## src/chgrb_consts.svh

```systemverilog
// chgrb_consts.svh: constants of the charger control register bank
// assumes: included by bare name wherever a constant is needed
`ifndef CHGRB_CONSTS_SVH
`define CHGRB_CONSTS_SVH
`define CHGRB_DEV_ADDR 7'h69
`define CHGRB_ADDR_WR 8'hd2
`define CHGRB_ADDR_RD 8'hd3
`define CHGRB_REG_FIRST 8'h01
`define CHGRB_REG_LAST 8'h0a
`define CHGRB_OFF_SYSCTL 4'h1
`define CHGRB_OFF_VOLT 4'h2
`define CHGRB_OFF_CURR 4'h3
`define CHGRB_OFF_SET1 4'h4
`define CHGRB_OFF_SET2 4'h5
`define CHGRB_OFF_TEMPW 4'h6
`define CHGRB_OFF_LOOP 4'h7
`define CHGRB_OFF_FAULT 4'h8
`define CHGRB_OFF_FLAGS 4'h9
`define CHGRB_OFF_MASK 4'ha
`define CHGRB_RST_SYSCTL 8'h3b
`define CHGRB_RST_VOLT 8'h01
`define CHGRB_RST_CURR 8'h4a
`define CHGRB_RST_SET1 8'h0a
`define CHGRB_RST_SET2 8'h55
`define CHGRB_RST_TEMPW 8'h97
`define CHGRB_RST_MASK 8'h00
`define CHGRB_BIT_TWIN 5
`define CHGRB_BIT_CHG 4
`define CHGRB_BIT_TIMER 3
`define CHGRB_BIT_TERM 1
`define CHGRB_BIT_TLOOP 0
`define CHGRB_BIT_RECHG 4
`define CHGRB_INT_PULSE_US 456
`define CHGRB_CLK_MHZ 25
`define CHGRB_INT_CYCLES ((`CHGRB_INT_PULSE_US) * (`CHGRB_CLK_MHZ))
`define CHGRB_INT_CNT_W 14
`define CHGRB_BYTE_LAST 3'h7
`define CHGRB_ZERO8 8'h00
`endif

```

## src/chgrb_pkg.sv

```systemverilog
// chgrb_pkg.sv: types of the charger control register bank
// assumes: nothing
package chgrb_pkg;
  typedef enum logic [2:0]
  {
    CHGRB_IDLE = 3'b000,
    CHGRB_ADDR = 3'b001,
    CHGRB_AACK = 3'b010,
    CHGRB_WBYTE = 3'b011,
    CHGRB_WACK = 3'b100,
    CHGRB_RBYTE = 3'b101,
    CHGRB_RACK = 3'b110
  } chgrb_state_type;
endpackage : chgrb_pkg

```

## src/chgrb_int_pulse.sv

```systemverilog
// chgrb_int_pulse.sv: interrupt pulse stretcher, drives the active low int pin
// assumes: one mclk domain, trig is a one-cycle pulse
`timescale 1ns/1ps
`include "chgrb_consts.svh"
module chgrb_int_pulse
(
  input wire logic mclk,
  input wire logic srst,
  input wire logic clk_en,
  input wire logic trig,
  output logic int_n
);
  typedef struct packed
  {
    logic [`CHGRB_INT_CNT_W-1:0] cnt;
    logic active;
  } chgrb_pulse_type;
  chgrb_pulse_type st_reg;
  chgrb_pulse_type st_next;
  always_comb
  begin
    st_next = st_reg;
    if (trig)
    begin
      st_next.active = 1'b1;
      st_next.cnt = `CHGRB_INT_CNT_W'(`CHGRB_INT_CYCLES - 1);
    end
    else if (st_reg.active)
    begin
      if (st_reg.cnt == '0)
        st_next.active = 1'b0;
      else
        st_next.cnt = st_reg.cnt - 1'b1;
    end
  end
  always_ff @(posedge mclk)
  begin
    if (srst)
      st_reg <= '0;
    else if (clk_en)
      st_reg <= st_next;
  end
  assign int_n = ~st_reg.active;
endmodule : chgrb_int_pulse

```

## src/chgrb_bank.sv

```systemverilog
// chgrb_bank.sv: i2c target and register bank of a buck charger
// assumes: scl/sda sampled synchronously on mclk, open-drain sda as in/out/oe
// Behaviour
// RULE_01 - answer as i2c target at 7-bit address 0x69, write 0xd2, read 0xd3
// RULE_02 - system control bit 4 enables charging, resets to 1
// RULE_03 - system control bit 3 enables the safety timer, resets to 1
// RULE_04 - system control bit 1 selects automatic termination, resets to 1
// RULE_05 - system control bit 0 enables junction temperature loop, resets to 1
// RULE_06 - charge voltage bit 4 selects 100mV or 200mV recharge offset
// RULE_07 - flag bits hold captured events until the host reads them, then clear
// RULE_08 - undefined register number gets a nack and the target returns idle
// RULE_09 - multi-byte reads and writes step through consecutive registers
// RULE_10 - set mask bit suppresses the int pulse, status and flags still update
// RULE_11 - host writes to read-only status registers are ignored
`timescale 1ns/1ps
`include "chgrb_consts.svh"
module chgrb_bank
(
  input wire logic mclk,
  input wire logic srst,
  input wire logic clk_en,
  input wire logic scl_in,
  input wire logic sda_in,
  output logic sda_out,
  output logic sda_oe,
  input wire logic [7:0] loop_status,
  input wire logic [7:0] fault_status,
  output logic int_n,
  output logic temp_window_enable,
  output logic charging_enable,
  output logic timer_enable,
  output logic auto_termination_enable,
  output logic thermal_loop_enable,
  output logic recharge_offset_select,
  output logic [7:0] charge_voltage_setting,
  output logic [7:0] charge_current_setting,
  output logic [7:0] charge_setting_one,
  output logic [7:0] charge_setting_two,
  output logic [7:0] temperature_window_control
);
  // ----------------------------------------
  // state
  // ----------------------------------------
  typedef struct packed
  {
    chgrb_pkg::chgrb_state_type fsm;
    logic scl_d;
    logic sda_d;
    logic [2:0] bitn;
    logic full;
    logic [7:0] shift;
    logic rd;
    logic have_ptr;
    logic nack;
    logic [7:0] ptr;
    logic [7:0] tx;
    logic [7:0] sysctl;
    logic [7:0] volt;
    logic [7:0] curr;
    logic [7:0] set1;
    logic [7:0] set2;
    logic [7:0] tempw;
    logic [7:0] mask;
    logic [7:0] flags;
    logic [7:0] fault_d;
    logic sda_drv;
    logic trig;
  } chgrb_bank_type;
  chgrb_bank_type st_reg;
  chgrb_bank_type st_next;
  logic [7:0] rise;
  function automatic logic reg_defined(input logic [7:0] a);
    reg_defined = (a >= `CHGRB_REG_FIRST) && (a <= `CHGRB_REG_LAST);
  endfunction : reg_defined
  function automatic logic [7:0] reg_read(input chgrb_bank_type s, input logic [7:0] a,
    input logic [7:0] lp, input logic [7:0] ft);
    unique case (a[3:0])
      `CHGRB_OFF_SYSCTL: reg_read = s.sysctl;
      `CHGRB_OFF_VOLT: reg_read = s.volt;
      `CHGRB_OFF_CURR: reg_read = s.curr;
      `CHGRB_OFF_SET1: reg_read = s.set1;
      `CHGRB_OFF_SET2: reg_read = s.set2;
      `CHGRB_OFF_TEMPW: reg_read = s.tempw;
      `CHGRB_OFF_LOOP: reg_read = lp;
      `CHGRB_OFF_FAULT: reg_read = ft;
      `CHGRB_OFF_FLAGS: reg_read = s.flags;
      `CHGRB_OFF_MASK: reg_read = s.mask;
      default: reg_read = `CHGRB_ZERO8;
    endcase
  endfunction : reg_read
  // events are rising edges of the live fault status
  genvar gi;
  generate
    for (gi = 0; gi < 8; gi++)
    begin : g_rise
      assign rise[gi] = fault_status[gi] & ~st_reg.fault_d[gi];
    end
  endgenerate
  // ----------------------------------------
  // next state
  // ----------------------------------------
  always_comb
  begin
    logic start_c;
    logic stop_c;
    logic scl_rise;
    logic scl_fall;
    logic rd_clr;
    logic [7:0] byte_c;
    logic [7:0] rd_c;
    start_c = st_reg.scl_d && scl_in && st_reg.sda_d && !sda_in;
    stop_c = st_reg.scl_d && scl_in && !st_reg.sda_d && sda_in;
    scl_rise = !st_reg.scl_d && scl_in;
    scl_fall = st_reg.scl_d && !scl_in;
    byte_c = {st_reg.shift[6:0], sda_in};
    rd_c = reg_read(st_reg, st_reg.ptr, loop_status, fault_status);
    rd_clr = 1'b0;
    st_next = st_reg;
    st_next.scl_d = scl_in;
    st_next.sda_d = sda_in;
    st_next.fault_d = fault_status;
    if (start_c)
    begin
      st_next.fsm = chgrb_pkg::CHGRB_ADDR;
      st_next.bitn = '0;
      st_next.full = 1'b0;
      st_next.sda_drv = 1'b0;
      st_next.have_ptr = 1'b0;
    end
    else if (stop_c)
    begin
      st_next.fsm = chgrb_pkg::CHGRB_IDLE;
      st_next.sda_drv = 1'b0;
    end
    else
    begin
      unique case (st_reg.fsm)
        chgrb_pkg::CHGRB_IDLE: st_next.sda_drv = 1'b0;
        chgrb_pkg::CHGRB_ADDR, chgrb_pkg::CHGRB_WBYTE:
        begin
          if (scl_rise)
          begin
            st_next.shift = byte_c;
            st_next.bitn = st_reg.bitn + 1'b1;
            st_next.full = (st_reg.bitn == `CHGRB_BYTE_LAST);
          end
          // the fall right after start also sees bitn zero, so only a full byte counts
          if (scl_fall && st_reg.full)
          begin
            // all eight bits taken, decide the acknowledge
            st_next.nack = 1'b0;
            st_next.full = 1'b0;
            if (st_reg.fsm == chgrb_pkg::CHGRB_ADDR)
            begin
              // RULE_01 fixed address match
              if (st_reg.shift[7:1] != `CHGRB_DEV_ADDR)
                st_next.fsm = chgrb_pkg::CHGRB_IDLE;
              else
              begin
                st_next.rd = st_reg.shift[0];
                // RULE_08 read from undefined pointer
                st_next.nack = st_reg.shift[0] && !reg_defined(st_reg.ptr);
                st_next.sda_drv = !(st_reg.shift[0] && !reg_defined(st_reg.ptr));
                st_next.fsm = chgrb_pkg::CHGRB_AACK;
              end
            end
            else
            begin
              st_next.fsm = chgrb_pkg::CHGRB_WACK;
              if (!st_reg.have_ptr)
              begin
                st_next.ptr = st_reg.shift;
                st_next.have_ptr = 1'b1;
                // RULE_08 undefined register number
                st_next.nack = !reg_defined(st_reg.shift);
              end
              else if (!reg_defined(st_reg.ptr))
                st_next.nack = 1'b1;
              else
              begin
                unique case (st_reg.ptr[3:0])
                  `CHGRB_OFF_SYSCTL: st_next.sysctl = st_reg.shift;
                  `CHGRB_OFF_VOLT: st_next.volt = st_reg.shift;
                  `CHGRB_OFF_CURR: st_next.curr = st_reg.shift;
                  `CHGRB_OFF_SET1: st_next.set1 = st_reg.shift;
                  `CHGRB_OFF_SET2: st_next.set2 = st_reg.shift;
                  `CHGRB_OFF_TEMPW: st_next.tempw = st_reg.shift;
                  `CHGRB_OFF_MASK: st_next.mask = st_reg.shift;
                  // RULE_11 status and flag registers take no write
                  default: st_next.ptr = st_reg.ptr;
                endcase
                // RULE_09 step to next register
                st_next.ptr = st_reg.ptr + 1'b1;
              end
              st_next.sda_drv = !st_next.nack;
            end
          end
        end
        chgrb_pkg::CHGRB_AACK, chgrb_pkg::CHGRB_WACK:
        begin
          if (scl_fall)
          begin
            if (st_reg.nack)
            begin
              // RULE_08 back to idle after nack
              st_next.fsm = chgrb_pkg::CHGRB_IDLE;
              st_next.sda_drv = 1'b0;
            end
            else if (st_reg.rd)
            begin
              st_next.tx = rd_c;
              rd_clr = (st_reg.ptr[3:0] == `CHGRB_OFF_FLAGS);
              st_next.ptr = st_reg.ptr + 1'b1;
              st_next.sda_drv = !rd_c[7];
              st_next.bitn = '0;
              st_next.fsm = chgrb_pkg::CHGRB_RBYTE;
            end
            else
            begin
              st_next.sda_drv = 1'b0;
              st_next.bitn = '0;
              st_next.fsm = chgrb_pkg::CHGRB_WBYTE;
            end
          end
        end
        chgrb_pkg::CHGRB_RBYTE:
        begin
          if (scl_fall)
          begin
            if (st_reg.bitn == `CHGRB_BYTE_LAST)
            begin
              st_next.sda_drv = 1'b0;
              st_next.fsm = chgrb_pkg::CHGRB_RACK;
            end
            else
            begin
              st_next.bitn = st_reg.bitn + 1'b1;
              st_next.tx = {st_reg.tx[6:0], 1'b0};
              st_next.sda_drv = !st_reg.tx[6];
            end
          end
        end
        chgrb_pkg::CHGRB_RACK:
        begin
          // RULE_09 master ack asks for the next register
          if (scl_rise)
          begin
            st_next.nack = sda_in || !reg_defined(st_reg.ptr);
            st_next.fsm = chgrb_pkg::CHGRB_AACK;
          end
        end
        default: st_next.fsm = chgrb_pkg::CHGRB_IDLE;
      endcase
    end
    // RULE_07 sticky until read, a new event wins over the read clear
    st_next.flags = (rd_clr ? `CHGRB_ZERO8 : st_reg.flags) | rise;
    // RULE_10 mask gates only the pulse
    st_next.trig = |(rise & ~st_reg.mask);
  end
  always_ff @(posedge mclk)
  begin
    if (srst)
    begin
      st_reg <= '0;
      st_reg.scl_d <= 1'b1;
      st_reg.sda_d <= 1'b1;
      st_reg.fsm <= chgrb_pkg::CHGRB_IDLE;
      // RULE_02 RULE_03 RULE_04 RULE_05 power-on enables
      st_reg.sysctl <= `CHGRB_RST_SYSCTL;
      st_reg.volt <= `CHGRB_RST_VOLT;
      st_reg.curr <= `CHGRB_RST_CURR;
      st_reg.set1 <= `CHGRB_RST_SET1;
      st_reg.set2 <= `CHGRB_RST_SET2;
      st_reg.tempw <= `CHGRB_RST_TEMPW;
      st_reg.mask <= `CHGRB_RST_MASK;
    end
    else if (clk_en)
      st_reg <= st_next;
  end
  chgrb_int_pulse u_int
  (
    .mclk(mclk),
    .srst(srst),
    .clk_en(clk_en),
    .trig(st_reg.trig),
    .int_n(int_n)
  );
  // ----------------------------------------
  // outputs
  // ----------------------------------------
  assign sda_out = 1'b0;
  assign sda_oe = st_reg.sda_drv;
  // RULE_02 charging gate
  assign charging_enable = st_reg.sysctl[`CHGRB_BIT_CHG];
  // RULE_03 safety timer gate
  assign timer_enable = st_reg.sysctl[`CHGRB_BIT_TIMER];
  // RULE_04 termination select
  assign auto_termination_enable = st_reg.sysctl[`CHGRB_BIT_TERM];
  // RULE_05 thermal loop gate
  assign thermal_loop_enable = st_reg.sysctl[`CHGRB_BIT_TLOOP];
  assign temp_window_enable = st_reg.sysctl[`CHGRB_BIT_TWIN];
  // RULE_06 recharge offset select
  assign recharge_offset_select = st_reg.volt[`CHGRB_BIT_RECHG];
  assign charge_voltage_setting = st_reg.volt;
  assign charge_current_setting = st_reg.curr;
  assign charge_setting_one = st_reg.set1;
  assign charge_setting_two = st_reg.set2;
  assign temperature_window_control = st_reg.tempw;
endmodule : chgrb_bank

```

## config.mk

```make
export PLATFORM = sky130hd
export DESIGN_NAME = chgrb_bank
export DESIGN_NICKNAME = d
export VERILOG_FILES = /design/src/chgrb_pkg.sv /design/src/chgrb_int_pulse.sv /design/src/chgrb_bank.sv
export VERILOG_INCLUDE_DIRS = /design/src
export SDC_FILE = /design/constraint.sdc
export NUM_CORES = 1
export LEC_CHECK = 0
export BUFFER_PORTS_ARGS = -buffer_cell sky130_fd_sc_hd__buf_2
export CORE_MARGIN = 2
export CORE_UTILIZATION = 58
export CTS_CLUSTER_DIAMETER = 200
export DETAILED_ROUTE_END_ITERATION = 10
export GPL_TIMING_DRIVEN = 0
export PLACE_DENSITY = 0.88
export SYNTH_ARGS = -nofsm -noshare
export SYNTH_HDL_FRONTEND = slang
export SYNTH_SLANG_ARGS = --single-unit
```

## constraint.sdc

```tcl
create_clock -name mclk -period 6.21 [get_ports mclk]
set_input_delay 0.621 -clock mclk [delete_from_list [all_inputs] [get_ports mclk]]
set_output_delay 0.621 -clock mclk [all_outputs]
set_load 0.03 [all_outputs]
```

After elaboration in Yosys (flattened, before gate mapping)
Index checks and enable logic that the tools add are counted.
- $add $sub $neg: 3
- $lt $le $gt $ge: 4
- eq/ne operators: 42
- muxes and demuxes: 82
- bitwise operators: 24
- reduce and logical (&&, ||, !) cells: 54
- operators by type and width (kind ; count):
    $mux 56 ; 5
    $mux 8 ; 12
    $mux 87 ; 1
    $pmux 8 s10 ; 1
    $reduce_and 9->1 ; 8
    $mux 9 ; 6
    $mux 16 ; 3
    $mux 3 ; 14
    $pmux 8 s2 ; 2
    $mux 15 ; 2
    $mux 1 ; 26
    $mux 11 ; 2
    $ne 2x2->1 const B ; 11
    $ne 4x4->1 const B ; 5
    $ne 3x3->1 const B ; 6
    $eq 4x3->1 const B ; 4
    $ge 8x1->1 const B ; 2
    $le 8x4->1 const B ; 2
    $pmux 3 s5 ; 1
    $logic_not 14->1 ; 1
    $mux 14 ; 1
    $reduce_and 7->1 ; 2
    $sub 14x1->14 const B ; 1
    $not 1->1 ; 13
    other kinds (36) ; 78
- register bits after elaboration: 125
- input port bits: 21
- output and inout port bits: 49

Logic depth before layout (Yosys ltp)
Gate-level depths: netlist (run 1).
- word-level depth: 15
- depth in mapped cells: 10
- mapped depth without buffers: 8

By module
Synthesis (run 1) repeated with hierarchy kept, for this count alone.
- cell total of the unflattened synthesis: 855
- area total of the unflattened synthesis: 7442.1 um2
- by module, submodules not included (module ; instances ; cells an instance ; area each (um2) ; seq. area each (um2)):
    chgrb_bank ; 1 ; 735 ; 6412.4 ; 2182.1
    chgrb_int_pulse ; 1 ; 120 ; 1029.7 ; 300.3

Worst setup path before layout (run 1)
Ideal clock, no wire load.
- kind: input port to flip-flop
- start point: input sda_in
- end point: register st_reg, in the netlist charge_setting_one[1]
- library setup time: 120 ps
- arrival: 2138 ps
- data required time: 6090 ps
- slack: 3953 ps
- cell stages on the path: 8
- path through: buf_6 xnor2_2 o221ai_2 nor4b_4 and3_1 buf_6 nor2b_2 a211o_1
- longest elaborated chain between the ends: 4
- elaborated cells on any way between the ends: 6
- RTL lines (item ; RTL line ; text):
    from (decl) ; chgrb_bank.sv:23 ; input wire logic sda_in,
    $logic_not 1->1 ; chgrb_bank.sv:111 ; start_c = st_reg.scl_d && scl_in && st_reg.sda_d && !sda_in;
    $logic_and 1x1->1 ; chgrb_bank.sv:111 ;
    $not 1->1 (no line) ; - ;
    $reduce_and 9->1 (no line) (*) ; - ;
    to (signal assigned) ; chgrb_bank.sv:278 ; st_reg <= st_next;
    to (decl) ; chgrb_bank.sv:69 ; chgrb_bank_type st_reg;
Mark *: on every way between the ends. The rest lies on a longest branch, timed or not.
A chain may end at the register's enable or synchronous reset.

Worst setup path after layout (run 1)
- start point: register st_reg[82] (netlist bit)
- end point: register st_reg[80] (netlist bit)
- longest elaborated chain between the ends: 6
- elaborated cells on any way between the ends: 15
- RTL lines (item ; RTL line ; text):
    $eq 4x4->1 (tied with other cells) ; chgrb_bank.sv:77 ; unique case (a[3:0])
    $pmux 8 s10 (*) ; chgrb_bank.sv:77 ;
    $mux 16 (*) ; chgrb_bank.sv:209 ; else if (st_reg.rd)
    $mux 16 (*) ; chgrb_bank.sv:203 ; if (st_reg.nack)
    $mux 16 (*) ; chgrb_bank.sv:201 ; if (scl_fall)
    $pmux 8 s2 (*) ; chgrb_bank.sv:137 ; unique case (st_reg.fsm)
Mark *: on every way between the ends. The rest lies on a longest branch, timed or not. The select of a mux whose other input is x is not followed.

==> results of run 1 <==
## metrics by stage
stage / hold WS (ns) / instances / power, mW / worst slack (ns) / util (%)
2_1_floorplan: 0.449 / 822 / 0.940 / 3.95 / -
5_1_grt: 0.461 / 1063 / 2.06 / 3.00 / 69.5
3_3_place_gp: 0.461 / 1031 / 0.981 / 3.34 / 64.2
4_1_cts: 0.449 / 1063 / 2.01 / 3.29 / 69.5
3_5_place_dp: 0.465 / 1031 / 0.985 / 3.33 / 64.2
6_report: 0.457 / 1063 / 2.01 / 3.10 / 69.5
## layer usage
metal / vias up / global-route usage [%] / wire length (um)
met5: - / 0 / 0
met4: 0 / 15.9 / 800
met3: 74 / 7.88 / 2560
met2: 479 / 53.1 / 9810
met1: 3203 / 44.9 / 8420
li1: 3108 / - / -
## cell type report
| class | instances | area (sq um) | area share [%] |
|---|---|---|---|
| clock buffer | 17 | 425 | 5.34 |
| multi-input combinational | 570 | 3690 | 46.2 |
| timing repair buffer | 66 | 330 | 4.14 |
| inverter | 25 | 93.8 | 1.18 |
| buffer | 103 | 588 | 7.37 |
| clock inverter | 15 | 189 | 2.37 |
| tap | 143 | 179 | 2.24 |
| sequential | 124 | 2480 | 31.1 |
## how the worst max path moves through the flow
stage / cells after the start / slack [ns] / to
floorplan: 8 / 3.95 / charge_setting_one[1]
CTS: 10 / 3.29 / st_reg[80]
global placement: 7 / 3.34 / st_reg[75]
finish: 10 / 3.10 / st_reg[80]
detailed placement: 10 / 3.33 / st_reg[80]
global route: 10 / 3.00 / st_reg[80]
## power by group through the flow
stage / Clock [mW] / Combinational, mW / Sequential, mW
floorplan: 0 / 0.103 / 0.836
global placement: 0 / 0.142 / 0.839
detailed placement: 0 / 0.144 / 0.840
CTS: 1.04 / 0.146 / 0.823
global route: 1.07 / 0.163 / 0.825
finish: 1.04 / 0.151 / 0.824
## placed cells by master, fill, tap and decap left out, types with 12 or more instances in the layout
cell / synthesis / routed
buf_2: 8 / 74
a31oi_1: 16 / 16
a211o_1: 12 / 12
a211oi_1: 19 / 19
nor3_1: 21 / 21
o21ai_0: 22 / 22
dfxtp_1: 124 / 124
a21oi_1: 56 / 56
buf_4: 45 / 45
a22oi_1: 18 / 18
inv_1: 23 / 23
clkbuf_16: 0 / 17
mux2i_1: 62 / 62
nand2_1: 41 / 41
nor2_1: 120 / 120
nand3_1: 19 / 19
clkbuf_1: 44 / 44
## synthesized netlist by cell type, types with 6 or more instances
master | number | share of area (%)
a211o_1 | 12 | 1.5
a22o_1 | 6 | 0.77
inv_1 | 23 | 1.3
o21ai_0 | 22 | 1.6
nor3b_1 | 11 | 1.2
clkbuf_1 | 44 | 2.4
nand2b_1 | 9 | 0.82
nand4_1 | 6 | 0.55
a222oi_1 | 6 | 0.88
a311oi_1 | 7 | 0.89
buf_2 | 8 | 0.58
a211oi_1 | 19 | 2.1
nor4_1 | 6 | 0.55
nand3_1 | 19 | 1.4
a22oi_1 | 18 | 2.0
a221oi_1 | 6 | 0.77
ha_1 | 8 | 1.5
dfxtp_1 | 124 | 36
a32oi_1 | 10 | 1.3
nand2_1 | 41 | 2.2
nor2b_1 | 11 | 1.0
mux2i_1 | 62 | 9.1
a31oi_1 | 16 | 1.5
nor3_1 | 21 | 1.5
nor2_1 | 120 | 6.6
and3_1 | 7 | 0.64
a21oi_1 | 56 | 4.1
buf_4 | 45 | 4.9
## worst max-delay path, stage by stage, from the launching register on
cell and delay, ns:
dfxtp_1 0.38, inv_1 0.15, ha_1 0.25, clkbuf_1 0.47
clkbuf_1 0.62, a21oi_1 0.16, a21oi_1 0.18, a21oi_1 0.09
o21ai_0 0.30, a22oi_1 0.12, a211oi_1 0.28
## kinds of logic (layout without fill, tap and decap cells)
| family | Yosys count | after routing |
|---|---|---|
| compound gates | 207 | 207 |
| xor+xnor | 8 | 8 |
| fa+ha+maj | 8 | 8 |
| buf+inv | 128 | 226 |
| flops | 124 | 124 |
| mux | 64 | 64 |
| other cells | 1 | 1 |
| simple gates | 282 | 282 |
==> metrics.yaml, run 1 <==
drt:
  via_per_inst: 6.46
  ant_nets: 0
  drc: 0
  wl_per_cell_um: 20.3
  drtPass1Iterations: 6
  drtIter0Drc: 944
  num_vias: 6864
  drt-total-wl_um: 21600
hold_path:
  hold_start: "sda_in"
  min_path_type: "in -> reg"
  hold_end: "st_reg[105]"
  min_path_cells: 2
cells_and_area:
  area_growth_pct: 16.4
  nets: 936
  n_antenna_cell: 0
  largest_reg_flops: 63
  stdcell_area_sq_um: 7970
  fillCellCount: 885
  drive_gt1_share_pct: 19.0
critical_path:
  start_kind: "flip-flop"
  startpoint: "st_reg[82]"
  r2r-end: "st_reg[80]"
  r2r_cells: 10
  cp_max_fo: 10
  cp-end-kind: "flip-flop"
  r2r_start: "st_reg[82]"
  crit_arrival_ns: 3.46
  r2r_slack_ns: 3.10
  cp.required_ns: 6.55
  crit_type: "reg -> reg"
pwr:
  switching_power_uw: 516
  seqPwrFrac_pct: 40.9
  peakVddDrop_mv: 0.200
  combPwrFrac_pct: 7.5
  power-per-cell-area_nw_per_um2: 253
  switching_share_pct: 25.6
  leakage_nw: 3.14
  internal_power_mw: 1.50
  clkPwrFrac_pct: 51.6
run:
  maxCapViolCount: 0
timing:
  finalHoldViolCount: 0
  finalCritPeriodShare_pct: 50.1
  fin_skew_ns: 0.00825
  relSlewSlack_pct: 43.3
  worst_pin_slew_ns: 0.851
  fin_crit_ns: 3.11
  fmax_mhz: 321
  final-max-slew-violation-count: 0
  rsz0062_at_grt: "false"
  setup_violations: 0
  setup_tns_ns: 0
synthesis:
  synth-xor-area-share_pct: 1.13
  synth_edf_count: 0
  synth_mux_area_share_pct: 9.39
  syn-cell-area_sq_um: 6850
  ys_async_sr_fraction_pct: 0
  synth-adder-area-share_pct: 1.46
  syn-mean-instance-area_sq_um: 8.33
  ys_warn_count: 0
  ys_ff_latch: 124
  ys.flop_type: "dfxtp_1"
  synthSimpleGateAreaFrac_pct: 20.5
  synth_compound_area_share_pct: 21.2
  ys_types: 75
  seq_area_frac_synth_pct: 36.2
  synthCells: 822
  synth_top_family_by_area: "compound AO/OA/AOI/OAI gates"
  syn_nets: 851
clock_network:
  cts_tree: "built"
  cts_root_buffer: "clkbuf_16"
  path_clk_slew_ns: 0.06
  clk_path_buf_depth: 2
  cts_hold_buf: 0
  htreeDepth: 4
  clk_latency_ns: 0.43
  cts_resized: 0
  clock-sinks: 124
  numCtsBuffers: 17
  cts_setup_buffers: 0
floorplan:
  fp.dieW_um: 113
  coreArea_sq_um: 11500
  num_io_pins: 70
  die_y_um: 113
  dieArea_sq_um: 12700
  initial_utilization_pct: 59.7
  rows: 39
grt:
  overflow: 0
  antenna_found_initial: 0
  grt_pass1_vias: 6281
  grt_pass1_wl_um: 34000
  grt_start_max_net_pins: 17
  track_usage_pct: 34.1
placement:
  dp_hpwl_um: 14700
  port_buffers: 66
  placed_area_sq_um: 7360
  gp_congestion: 0.987
run_status:
  run_status: "finished, final reports clean"
(Power assumes the default switching activity.)
==> inputs of run 2 (changes only) <==
--- a/config.mk
+++ b/config.mk
@@ -6,6 +6,7 @@
 export SDC_FILE = /design/constraint.sdc
 export NUM_CORES = 1
 export LEC_CHECK = 0
+export ABC_AREA = 1
 export BUFFER_PORTS_ARGS = -buffer_cell sky130_fd_sc_hd__buf_2
 export CORE_MARGIN = 2
 export CORE_UTILIZATION = 58
==> constraint.sdc (replaced) <==
create_clock -name mclk -period 3 [get_ports mclk]
set_input_delay 0.3 -clock mclk [delete_from_list [all_inputs] [get_ports mclk]]
set_output_delay 0.3 -clock mclk [all_outputs]
set_load 0.03 [all_outputs]
==> run 2 against run 1 <==
Wire length fell by 5.6%. Clock skew fell by 0.0015 ns. Global-route usage down 2.3 points. Flip-flop and latch count stayed put.
==> metrics.yaml, run 2 <==
synthesis:
  synthCells: 1067  # was 822
  seq_area_frac_synth_pct: 35.6  # was 36.2%
  syn_nets: 1096  # was 851
  ys_types: 37  # was 75
  syn-mean-instance-area_sq_um: 6.54  # was 8.33 sq um
  ys.flop_type: "dfxtp_1"  # unchanged
  synthMostInstantiatedCell: "nand2_1"  # was dfxtp_1
  syn-cell-area_sq_um: 6970  # was 6850 sq um
  yosysTopAreaCellShare_pct: 35.6  # was 36.2%
  yosysTopAreaCell: "dfxtp_1"  # unchanged
  ys_async_sr_fraction_pct: 0  # unchanged
  synth_common_cells: "nand2_1 (256), nor2_1 (162), inv_1 (125)"  # was dfxtp_1 (124), nor2_1 (120), mux2i_1 (62)
  ys_top_cells_by_area: "dfxtp_1 (36%), nand2_1 (14%), nor2_1 (8.7%)"  # was dfxtp_1 (36%), mux2i_1 (9.1%), nor2_1 (6.6%)
  ys_warn_count: 0  # unchanged
  synth_edf_count: 0  # unchanged
  ys_ff_latch: 124  # unchanged
cells_and_area:
  layout_common_cells: "nand2_1 (256), nor2_1 (162), inv_1 (125)"  # was dfxtp_1 (124), nor2_1 (120), buf_2 (74)
  final_common_cell: "nand2_1"  # was dfxtp_1
  area_growth_pct: 15.3  # was 16.4%
  fillCellCount: 1023  # was 885
  largest_reg_flops: 63  # unchanged
  n_antenna_cell: 0  # unchanged
  register_area_sq_um: 2480  # unchanged
  nets: 1182  # was 936
  drive_gt1_share_pct: 15.5  # was 19.0%
  multiInputGateArea_sq_um: 3460  # was 3690 sq um
  stdcell_area_sq_um: 8040  # was 7970 sq um
grt:
  overflow: 0  # unchanged
  grt_pass1_vias: 6537  # was 6281
  grt_start_max_net_pins: 17  # unchanged
  track_usage_pct: 31.8  # was 34.1%
  antenna_found_initial: 0  # unchanged
  grt_pass1_wl_um: 32300  # was 34000 um
clock_network:
  path_clk_slew_ns: 0.05  # was 0.06 ns
  cts_setup_buffers: 0  # unchanged
  numCtsBuffers: 17  # unchanged
  clk_latency_ns: 0.43  # about the same
  htreeDepth: 4  # unchanged
  clock-sinks: 124  # unchanged
  cts_resized: 0  # unchanged
  cts_root_buffer: "clkbuf_16"  # unchanged
  cts_tree: "built"  # unchanged
  clk_path_buf_depth: 2  # unchanged
  cts_hold_buf: 0  # unchanged
floorplan:
  dieArea_sq_um: 12900  # was 12700 sq um
  rows: 40  # was 39
  fp.dieW_um: 114  # was 113 um
  initial_utilization_pct: 58.8  # was 59.7%
  die_y_um: 114  # was 113 um
  num_io_pins: 70  # unchanged
  coreArea_sq_um: 11900  # was 11500 sq um
pwr:
  peakVddDrop_mv: 0.351  # was 0.200 mV
  combPwrFrac_pct: 15.0  # was 7.5%
  clkPwrFrac_pct: 44.2  # was 51.6%
  leakage_nw: 4.11  # was 3.14 nW
  switching_share_pct: 28.6  # was 25.6%
  seqPwrFrac_pct: 40.8  # was 40.9%
  switching_power_mw: 1.25  # was 516 uW
  power-per-cell-area_nw_per_um2: 542  # was 253 nW/um^2
  total_power_mw: 4.36  # was 2.01 mW
  internal_power_mw: 3.11  # was 1.50 mW
critical_path:
  crit_type: "reg -> reg"  # unchanged
  r2r_cells: 13  # was 10
  start_kind: "flip-flop"  # unchanged
  crit_family: "simple AND/OR/NAND/NOR gates"  # was buffers and inverters
  cp-end-kind: "flip-flop"  # unchanged
  r2r_slack_ns: 0.65  # was 3.10 ns
  cp.depth: 13  # was 10
  crit_chain: "inv_1, ha_1, nand2_2, nor2_2, nand2_1, nand2_1, inv_1, nand3_1, nor2_1, nor2_1, nand2_1, nand2_1, a21oi_1"  # was inv_1, ha_1, clkbuf_1, clkbuf_1, a21oi_1, a21oi_1, a21oi_1, o21ai_0, a22oi_1, a211oi_1
  cp.required_ns: 3.29  # was 6.55 ns
  crit_arrival_ns: 2.64  # was 3.46 ns
  path_common_cell: "nand2_1"  # was a21oi_1
  cp_max_fo: 9  # was 10
  crit_slowest_cell: "nor2_2"  # was clkbuf_1
  slowest_delay_ns: 0.50  # was 0.62 ns
  path_buf_inv: 2  # was 3
drt:
  num_vias: 7450  # was 6864
  drc: 0  # unchanged
  via_per_inst: 5.68  # was 6.46
  drtIter0Drc: 1016  # was 944
  drtPass1Iterations: 8  # was 6
  drt-total-wl_um: 20400  # was 21600 um
  wl_per_cell_um: 15.5  # was 20.3 um
  ant_nets: 0  # unchanged
timing:
  setup_tns_ns: 0  # unchanged
  whs_ns: 0.181  # was 0.457 ns
  setup_violations: 0  # unchanged
  rsz0062_at_grt: "false"  # unchanged
  fin_skew_ns: 0.00680  # was 0.00825 ns
  fin_crit_ns: 2.35  # was 3.11 ns
  final-max-slew-violation-count: 0  # unchanged
  finalHoldViolCount: 0  # unchanged
  worst_pin_slew_ns: 0.907  # was 0.851 ns
  finalCritPeriodShare_pct: 78.3  # was 50.1%
  relSlewSlack_pct: 39.3  # was 43.3%
  fmax_mhz: 425  # was 321 MHz
placement:
  gp_congestion: 0.963  # was 0.987
  dp_hpwl_um: 14700  # about the same
  port_buffers: 67  # was 66
  placed_area_sq_um: 7490  # was 7360 sq um
hold_path:
  min_path_type: "in -> reg"  # unchanged
  min_path_cells: 3  # was 2
run_status:
  run_status: "finished, final reports clean"  # unchanged
run:
  maxCapViolCount: 0  # unchanged
## run 2: cell count changes after synthesis, moves of 25 or more
cell / delta
nand2_1: +215
inv_1: +102
mux2i_1: -62
o21ai_0: +48
nor2_1: +42
a21oi_1: +30
nand3_1: +25
## run 2: layout make-up
type	instances	area share, %
sequential	124	30.9
clock buffer	24	5.99
timing repair buffer	67	4.17
clock inverter	7	0.809
inverter	130	6.08
multi-input combinational	732	43.0
tap	147	2.29
buffer	81	6.74
## run 2: worst paths after layout
| kind | from | end |
|---|---|---|
| hold / removal | fault_status[6] | st_reg[8] |
| setup / recovery | st_reg[82] | sda_oe |
| hold reg to reg | st_reg[16] | st_reg[16] |
| setup reg to reg | st_reg[82] | sda_oe |
## run 2: worst min-delay path, cell delays in order
cell and delay (ns):
buf_2 0.07, inv_1 0.06, a21oi_1 0.13
## run 2: power by group through the flow
stage                     clock, mW  combinational [mW]  sequential, mW
after floorplan                   0               0.478            1.79
after global routing           2.00               0.731            1.79
after global placement            0               0.614            1.81
after CTS                      1.92               0.637            1.78
after detailed placement          0               0.629            1.81
final                          1.92               0.654            1.78
## run 2: metrics by stage
step / utilization (%) / worst slack (ns) / std cells
2_1_floorplan: - / 1.12 / 1067
3_5_place_dp: 63.2 / 0.762 / 1281
6_report: 67.8 / 0.650 / 1312
3_3_place_gp: 63.2 / 0.782 / 1281
4_1_cts: 67.8 / 0.738 / 1312
5_1_grt: 67.8 / 0.500 / 1312
## run 2: cells by family (layout without fill, tap and decap cells)
family                     count (synthesis)  after routing  synth area share [%]
buffers and inverters                    211            309                  14.8
other                                      1              1                0.0538
adders and majority gates                  8              8                  1.44
xor gates and xnor gates                   3              3                 0.377
and+or+nand+nor                          520            520                  32.0
AOI/OAI and AO/OA                        200            200                  15.7
DFF                                      124            124                  35.6
## run 2: layer usage
layer  track usage, %  up-vias  wire (um)
met5                0        -          0
met4             10.7        0        536
met3             8.50       56       2330
met2             50.4      449       9270
met1             42.2     3388       8240
li1                 -     3557          -
